[src/core/xfer_err_defs.svh]
// Register map, field positions, reset values of the error handler
// Assumes byte addresses on an 8-bit register port
`ifndef XFER_ERR_DEFS_SVH
`define XFER_ERR_DEFS_SVH
`define ADDR_CMD        8'h00
`define ADDR_STS        8'h04
`define ADDR_PORT       8'h08
`define ADDR_EPCTL      8'h0C
`define ADDR_EPSTS      8'h10
`define ADDR_EVT        8'h14
`define CMD_RUN         0
`define CMD_MPS_ONLY    1
`define CMD_INT_FATAL   2
`define STS_SYS_ERR     0
`define STS_CTL_ERR     1
`define STS_HALT        2
`define PORT_EN         0
`define PORT_EN_CHG     1
`define EPCTL_RESET     8
`define EPCTL_LIM_RST   2'h3
`define CC_SUCCESS_DEF  8'h01
`define CC_BUFFER_DEF   8'h02
`define CC_BABBLE_DEF   8'h03
`define CC_XACT_DEF     8'h04
`endif

[src/core/xfer_err_pkg.sv]
// Types of the transfer error handler
// Assumes widths fixed at a 16-bit transfer length
package xfer_err_pkg;
  typedef enum logic [1:0] {ST_IDLE, ST_IN, ST_OUT} xact_state_t;
  typedef struct packed {
    xact_state_t  state;
    logic [15:0]  cnt;
    logic [15:0]  limit;
    logic         chk;
    logic         mism;
    logic         usb3;
    logic         bufe;
    logic         run;
    logic         mps_only;
    logic         int_fatal_sys;
    logic         sys_err;
    logic         ctl_err;
    logic         halt;
    logic         port_en;
    logic         en_chg;
    logic [1:0]   err_lim;
    logic [1:0]   bec;
    logic         evt_valid;
    logic [7:0]   evt_code;
    logic [15:0]  evt_length;
    logic         grant;
    logic         ack;
    logic         no_hs;
    logic         crc;
    logic         discard;
    logic         pchg;
    logic [31:0]  rdata;
  } err_state_t;
endpackage

[src/core/xfer_err_handler.sv]
// Babble, data buffer and host system error handling of a USB host
// Assumes all transaction and fault inputs come from logic on clk_sys
//
// Operation
// transfer or packet overflow sets babble, event, halt; USB3 IN checks packet overflow against MPS only, not transfer length
// babble leaves bus error counter unchanged
// babble and buffer codes only in transfer events
// reported length equals bytes actually written
// software treats excess data lost, no retry
// USB2 IN at EOF2 is frame babble
// frame babble disables the root port
// port disabled, change flag set, change event
// never start OUT crossing microframe end
// PID mismatch: no babble check or MPS only
// PID mismatch: drop payload, still ACK
// USB3 DPP over MPS is babble
// overrun/underrun gives buffer event, counter kept
// IN buffer error: send no handshake
// OUT buffer error: corrupt CRC, not truncate
// system bus fault sets host system error
// host system error clears run/stop
// host system error reported on a pin
// internal faults: fatal optional, recoverable separate
// software checks events, then host error flag
// 2-bit retry down counter per endpoint
// completion codes are parameters
// halt holds until endpoint reset command
`timescale 1ns/100ps
`include "xfer_err_defs.svh"
module xfer_err_handler
  import xfer_err_pkg::*;
#(
  parameter logic [7:0] CC_SUCCESS = `CC_SUCCESS_DEF,
  parameter logic [7:0] CC_BUFFER  = `CC_BUFFER_DEF,
  parameter logic [7:0] CC_BABBLE  = `CC_BABBLE_DEF,
  parameter logic [7:0] CC_XACT    = `CC_XACT_DEF
) (
  // Clock and reset
  input  wire logic        clk_sys,
  input  wire logic        reset,
  // Register port
  input  wire logic [7:0]  addr,
  input  wire logic [31:0] wdata,
  input  wire logic        wr_en,
  input  wire logic        rd_en,
  output logic      [31:0] rdata,
  // Transaction from the link engine
  input  wire logic        xact_start,
  input  wire logic        xact_in,
  input  wire logic        xact_usb3,
  input  wire logic        rx_pid_mismatch,
  input  wire logic [15:0] xfer_remaining,
  input  wire logic [10:0] max_packet,
  input  wire logic [15:0] out_cycles,
  input  wire logic [15:0] eof_cycles_left,
  input  wire logic        rx_byte,
  input  wire logic        eof2_point,
  input  wire logic        buf_overrun,
  input  wire logic        buf_underrun,
  input  wire logic        xact_end,
  input  wire logic        xact_err,
  // System faults
  input  wire logic        sys_parity_err,
  input  wire logic        sys_master_abort,
  input  wire logic        sys_target_abort,
  input  wire logic        internal_fatal,
  input  wire logic        internal_fault,
  // Bus responses
  output logic             xact_grant,
  output logic             send_ack,
  output logic             send_no_handshake,
  output logic             corrupt_crc,
  output logic             rx_discard,
  // Events and status
  output logic             evt_valid,
  output logic      [7:0]  evt_code,
  output logic      [15:0] evt_length,
  output logic             evt_transfer,
  output logic             port_change_evt,
  output logic             port_enabled,
  output logic             ep_halted,
  output logic      [1:0]  bus_err_cnt,
  output logic             run_stop,
  output logic             system_error
);

  err_state_t s;
  err_state_t next_s;
  logic       wr_cmd;
  logic       wr_sts;
  logic       wr_port;
  logic       wr_ep;
  logic       sys_err_set;
  logic [15:0] mps16;

  // Register write decode
  function automatic logic hit(input logic [7:0] a, input logic [7:0] off);
    hit = (a == off);
  endfunction

  assign wr_cmd  = wr_en && hit(addr, `ADDR_CMD);
  assign wr_sts  = wr_en && hit(addr, `ADDR_STS);
  assign wr_port = wr_en && hit(addr, `ADDR_PORT);
  assign wr_ep   = wr_en && hit(addr, `ADDR_EPCTL);
  assign mps16   = {5'h00, max_packet};
  // Fatal system access faults; internal fatal ones only when enabled
  assign sys_err_set = sys_parity_err || sys_master_abort || sys_target_abort
                       || (internal_fatal && s.int_fatal_sys);

  // Next state of the whole block
  always_comb begin
    next_s           = s;
    next_s.evt_valid = 1'b0;
    next_s.grant     = 1'b0;
    next_s.ack       = 1'b0;
    next_s.no_hs     = 1'b0;
    next_s.crc       = 1'b0;
    next_s.discard   = 1'b0;
    next_s.pchg      = 1'b0;
    next_s.rdata     = 32'h0000_0000;
    // Command register
    if (wr_cmd) begin
      next_s.run      = wdata[`CMD_RUN];
      next_s.mps_only = wdata[`CMD_MPS_ONLY];
      next_s.int_fatal_sys = wdata[`CMD_INT_FATAL];
    end
    // Status flags: write one clears, a new fault wins
    next_s.sys_err = (s.sys_err && !(wr_sts && wdata[`STS_SYS_ERR])) || sys_err_set;
    next_s.ctl_err = (s.ctl_err && !(wr_sts && wdata[`STS_CTL_ERR]))
                     || internal_fault || (internal_fatal && !s.int_fatal_sys);
    if (sys_err_set) begin
      next_s.run = 1'b0;
    end
    // Port enable and change flag
    if (wr_port) begin
      next_s.port_en = wdata[`PORT_EN];
      if (wdata[`PORT_EN_CHG]) begin
        next_s.en_chg = 1'b0;
      end
    end
    // Endpoint retry limit and halt clearing
    if (wr_ep) begin
      next_s.err_lim = wdata[1:0];
      if (wdata[`EPCTL_RESET]) begin
        next_s.halt = 1'b0;
        next_s.bec  = wdata[1:0];
      end
    end
    // Transaction tracking
    case (s.state)
      ST_IDLE: begin
        if (xact_start && s.run && !s.halt && s.port_en) begin
          next_s.cnt   = 16'h0000;
          next_s.bufe  = 1'b0;
          next_s.mism  = rx_pid_mismatch;
          next_s.usb3  = xact_usb3;
          next_s.chk   = !rx_pid_mismatch || s.mps_only;
          next_s.limit = (rx_pid_mismatch || xact_usb3 || mps16 < xfer_remaining)
                         ? mps16 : xfer_remaining;
          if (xact_in) begin
            next_s.state = ST_IN;
            next_s.grant = 1'b1;
          end else if (out_cycles <= eof_cycles_left) begin
            next_s.state = ST_OUT;
            next_s.grant = 1'b1;
          end
        end
      end
      ST_IN: begin
        if (!s.usb3 && eof2_point) begin
          // Frame babble: halt and take the port down
          next_s.state      = ST_IDLE;
          next_s.halt       = 1'b1;
          next_s.evt_valid  = 1'b1;
          next_s.evt_code   = CC_BABBLE;
          next_s.evt_length = s.mism ? 16'h0000 : s.cnt;
          if (s.port_en) begin
            next_s.port_en = 1'b0;
            next_s.en_chg  = 1'b1;
            next_s.pchg    = 1'b1;
          end
        end else if (rx_byte && s.chk && s.cnt == s.limit) begin
          // Transfer-size or packet babble; only expected bytes were stored
          next_s.state      = ST_IDLE;
          next_s.halt       = 1'b1;
          next_s.evt_valid  = 1'b1;
          next_s.evt_code   = CC_BABBLE;
          next_s.evt_length = s.mism ? 16'h0000 : s.cnt;
        end else if (xact_err) begin
          next_s.state = ST_IDLE;
        end else if (xact_end) begin
          next_s.state = ST_IDLE;
          if (s.bufe || buf_overrun) begin
            next_s.no_hs      = 1'b1;
            next_s.evt_valid  = 1'b1;
            next_s.evt_code   = CC_BUFFER;
            next_s.evt_length = 16'h0000;
          end else if (s.mism) begin
            next_s.ack     = 1'b1;
            next_s.discard = 1'b1;
          end else begin
            next_s.ack        = 1'b1;
            next_s.evt_valid  = 1'b1;
            next_s.evt_code   = CC_SUCCESS;
            next_s.evt_length = s.cnt;
          end
        end else begin
          if (rx_byte && s.cnt != 16'hFFFF) begin
            next_s.cnt = s.cnt + 16'h0001;
          end
          if (buf_overrun) begin
            next_s.bufe = 1'b1;
          end
        end
      end
      ST_OUT: begin
        if (buf_underrun && !s.bufe) begin
          next_s.bufe       = 1'b1;
          next_s.crc        = 1'b1;
          next_s.evt_valid  = 1'b1;
          next_s.evt_code   = CC_BUFFER;
          next_s.evt_length = 16'h0000;
        end
        if (xact_err || xact_end) begin
          next_s.state = ST_IDLE;
        end
        if (xact_end && !xact_err && !s.bufe && !buf_underrun) begin
          next_s.evt_valid  = 1'b1;
          next_s.evt_code   = CC_SUCCESS;
          next_s.evt_length = out_cycles;
        end
      end
      default: next_s.state = ST_IDLE;
    endcase
    // Bus error counter: only transaction errors count down
    if (s.state != ST_IDLE && xact_err) begin
      if (s.bec == 2'h1) begin
        next_s.bec        = 2'h0;
        next_s.halt       = 1'b1;
        next_s.evt_valid  = 1'b1;
        next_s.evt_code   = CC_XACT;
        next_s.evt_length = 16'h0000;
      end else if (s.bec != 2'h0) begin
        next_s.bec = s.bec - 2'h1;
      end
    end else if (s.state != ST_IDLE && s.bec != 2'h0
                 && (next_s.ack || (next_s.evt_valid && next_s.evt_code == CC_SUCCESS))) begin
      // Only a clean completion reloads; babble and buffer errors leave it
      next_s.bec = s.err_lim;
    end
    // Read data, valid in the cycle after the strobe
    if (rd_en) begin
      case (addr)
        `ADDR_CMD:   next_s.rdata = {29'h0, s.int_fatal_sys, s.mps_only, s.run};
        `ADDR_STS:   next_s.rdata = {29'h0, s.halt, s.ctl_err, s.sys_err};
        `ADDR_PORT:  next_s.rdata = {30'h0, s.en_chg, s.port_en};
        `ADDR_EPCTL: next_s.rdata = {30'h0, s.err_lim};
        `ADDR_EPSTS: next_s.rdata = {28'h0, s.bec, s.state};
        `ADDR_EVT:   next_s.rdata = {8'h00, s.evt_code, s.evt_length};
        default:     next_s.rdata = 32'h0000_0000;
      endcase
    end
  end

  // State register
  always_ff @(posedge clk_sys or posedge reset) begin
    if (reset) begin
      s         <= '0;
      s.state   <= ST_IDLE;
      s.err_lim <= `EPCTL_LIM_RST;
      s.bec     <= `EPCTL_LIM_RST;
    end else begin
      s <= next_s;
    end
  end

  // Outputs straight from the state flops
  assign rdata             = s.rdata;
  assign xact_grant        = s.grant;
  assign send_ack          = s.ack;
  assign send_no_handshake = s.no_hs;
  assign corrupt_crc       = s.crc;
  assign rx_discard        = s.discard;
  assign evt_valid         = s.evt_valid;
  assign evt_code          = s.evt_code;
  assign evt_length        = s.evt_length;
  assign evt_transfer      = s.evt_valid;
  assign port_change_evt   = s.pchg;
  assign port_enabled      = s.port_en;
  assign ep_halted         = s.halt;
  assign bus_err_cnt       = s.bec;
  assign run_stop          = s.run;
  assign system_error      = s.sys_err;
endmodule

[config.mk]
export PLATFORM = sky130hd
export DESIGN_NAME = xfer_err_handler
export DESIGN_NICKNAME = d
export VERILOG_FILES = /design/src/core/xfer_err_pkg.sv /design/src/core/xfer_err_handler.sv
export VERILOG_INCLUDE_DIRS = /design/src /design/src/core
export SDC_FILE = /design/constraint.sdc
export NUM_CORES = 1
export LEC_CHECK = 0
export BUFFER_PORTS_ARGS = -buffer_cell sky130_fd_sc_hd__buf_4
export CORE_ASPECT_RATIO = 1.4
export CORE_MARGIN = 2
export CORE_UTILIZATION = 47
export CTS_BUF_LIST = sky130_fd_sc_hd__clkbuf_8 sky130_fd_sc_hd__clkbuf_16
export CTS_CLUSTER_DIAMETER = 50
export DETAILED_ROUTE_END_ITERATION = 10
export PLACE_DENSITY = 0.88
export SYNTH_ARGS = -nofsm -noshare
export SYNTH_HDL_FRONTEND = slang
export SYNTH_SLANG_ARGS = --single-unit
[constraint.sdc]
create_clock -name clk_sys -period 3 [get_ports clk_sys]
set_input_delay 0.3 -clock clk_sys [delete_from_list [all_inputs] [get_ports clk_sys]]
set_output_delay 0.3 -clock clk_sys [all_outputs]
set_load 0.01 [all_outputs]
==> results.ini <==
[synthesis]
ys_dominant_reg_cell=dfrtp_1
synth_most_common_cell=dfrtp_1
post-synth-top-area-fraction_pct=40.2
syn_inst=656
avgSynthCellArea_sq_um=9.57
ys_ff_latch=105
netlist_area_sq_um=6280
synth.distinct_cells=64
ys_seq_area_share_pct=41.9
ys_top_cells_by_count=dfrtp_1 (101), buf_4 (60), nor2_1 (58), inv_1 (44), nand2_1 (42)
ys_top_cells_by_area=dfrtp_1 (40%), buf_4 (7.2%), ha_1 (6.2%), nor2_1 (3.5%), mux2i_1 (3.0%)
async_flop_share_pct=100
synth-edff-count=0
yosys_warnings=0
synth_largest_area_cell=dfrtp_1

[routing]
top_layer_used=met4
drtAntennaViolNets=0
vias_per_cell=5.59
wl_per_cell_um=16.6
route.layer.met1.wl_mm=5.87
drc=0
routed-wl-met3_mm=1.13
dr_total_vias=5243
met2_length_mm=7.79
finalWirelength_mm=15.6
dr.pass1.iters=7
initialDrtViolationCount=410

[cts]
numCtsBuffers=9
cts_root_buf=clkbuf_16
cts_tree=built
path_clk_slew_ns=0.07
htreeDepth=3
post_cts_resized=0
clk_latency_ns=0.35
cts_setup_buffers=0
clock_sinks=105
clock_path_buffers=2
cts_hold_buf=0

[place]
portBuffers=151
gp_congestion=0.899
dp_hpwl_mm=12.3
numPlacedInstances=922

[timing]
period_share_pct=91.5
finClkSkew_ns=0.0114
rsz0062_at_grt=no
fin_crit_ns=2.74
tns_ns=0
timing.final.hold_violations=0
worst_pin_slew_ns=0.952
setup_viol=0
maxSlewHeadroom_pct=36.4
fmax_mhz=364
slew_viol_final=0

[finish]
syn_to_final_growth_pct=20.1
multiInputGateArea_sq_um=2940
n_antenna_cell=0
nFillCells=1104
regArea_sq_um=2630
drive_gt1_share_pct=27.1
fin_cells=938
nets=900

[floorplan]
rows=50
dieArea_sq_um=14300
design.portCount=188
dieHeight_um=141
start_util_pct=47.6
die_width_um=102
core_sq_um=13200

[setup_path]
critPathLaunchType=register
crit_type=register to register
cp_data_arrival_time_ns=2.94
cp-end-kind=register
required_ns=3.20
crit_fanout=10

[worst_hold_path]
hold_class=input pin to asynchronous set/reset pin

[global_route]
grtUsageTotal_pct=22.2
grt_pass1_wl_mm=25.1
overflow=0
grt_start_max_net_pins=46
grt_pass1_vias=5147
antenna_found_initial=0

[run_status]
status=complete, no violations

[job]
drv_cap=0

[power_and_ir_drop]
leakage_nw=3.97
p_per_area_nw_per_um2=436
ir_drop_mv=0.253

## flip-flops by register name, indices dropped and copies added, names as in the netlist, 8 cells and up, named ones only
register and cells:
rdata 24, evt_code 8, evt_length 16, s 44
## path summary, 6_finish.rpt
kind | from | endpoint | slack (ns) | cells after the start
setup / recovery | s[96] | s[103] | 0.26 | 9
hold / removal | reset | rdata[8] | 0.14 | 2
setup reg to reg | s[96] | s[103] | 0.26 | 9
hold reg to reg | s[67] | s[67] | 0.47 | 1
max in group asynchronous | reset | bus_err_cnt[0] | 1.98 | 3
min in group clk_sys | xact_usb3 | s[76] | 0.15 | 3
## placed cells by master, fill, tap and decap left out, types with 6 or more instances in the layout
cell type | netlist | final
ha_1 | 31 | 31
a222oi_1 | 16 | 16
nand4_1 | 17 | 17
nor3_1 | 8 | 8
dfrtp_1 | 101 | 101
a21o_1 | 8 | 8
conb_1 | 1 | 8
and2_1 | 30 | 30
and3_1 | 11 | 11
nand2_1 | 42 | 42
or4_1 | 6 | 6
buf_4 | 60 | 166
nand3_1 | 18 | 18
mux2i_1 | 19 | 19
nor4_1 | 8 | 8
clkbuf_16 | 0 | 9
o311ai_0 | 6 | 6
o21ai_0 | 15 | 15
xor2_1 | 20 | 20
nor2_1 | 58 | 58
inv_1 | 44 | 43
a21oi_1 | 29 | 29
## per-layer routing
metal  vias to the layer above  global-route usage, %
met2                       259                   36.5
met5                         -                      0
li1                       2446                      -
met4                         0                   12.5
met3                        57                   4.26
met1                      2481                   26.9
## cell families (layout without fill, tap and decap cells)
family                     count (synthesis)  in the layout  share of synthesized area (%)
muxes                                     26             26                           4.88
xor gates and xnor gates                  21             21                           2.93
other                                      1              8                         0.0597
AOI/OAI and AO/OA                        111            111                           12.8
DFF                                      105            105                           41.9
buffers and inverters                    134            227                           11.8
and+or+nand+nor                          227            227                           19.5
adders and majority gates                 31             31                           6.18
## report_power, final
part	total, mW	switching, mW	internal, mW	leakage, nW
Sequential	1.54	0.0672	1.47	1.37
Combinational	0.550	0.286	0.265	2.46
Clock	1.20	0.528	0.671	0.141
Total	3.29	0.881	2.40	3.97
## cell type report
cell class / instances / area share (%)
repair buffers: 167 / 16.8
clock inverters: 6 / 0.879
well taps: 182 / 3.02
clock buffers: 10 / 3.17
multi-input cells: 424 / 39.0
flip-flops and latches: 105 / 34.9
inverters: 44 / 2.24
## critical path: stages, from the launching register on
cell      delay [ns]
dfrtp_1         0.46
ha_1            0.28
nand2_1         0.08
nor4_1          0.50
a311o_1         0.27
a21oi_1         0.06
nor2_1          0.49
buf_4           0.25
nand2_1         0.06
o311ai_0        0.13
## per-stage QoR
step / hold WS (ns) / setup WS, ns / total power, mW / instance area [sq um] / util, %
finish: 0.144 / 0.256 / 3.29 / 7540 / 57.1
global route: 0.158 / 0.0860 / 3.42 / 7540 / 57.1
CTS: 0.147 / 0.281 / 3.30 / 7540 / 57.1
detailed placement: 0.464 / 0.328 / 2.11 / 7240 / 54.8
global placement: 0.460 / 0.496 / 2.09 / 7240 / 54.8
floorplan: 0.403 / 0.748 / 1.89 / 6310 / -
Note: power is estimated with default switching activity, not from simulation.
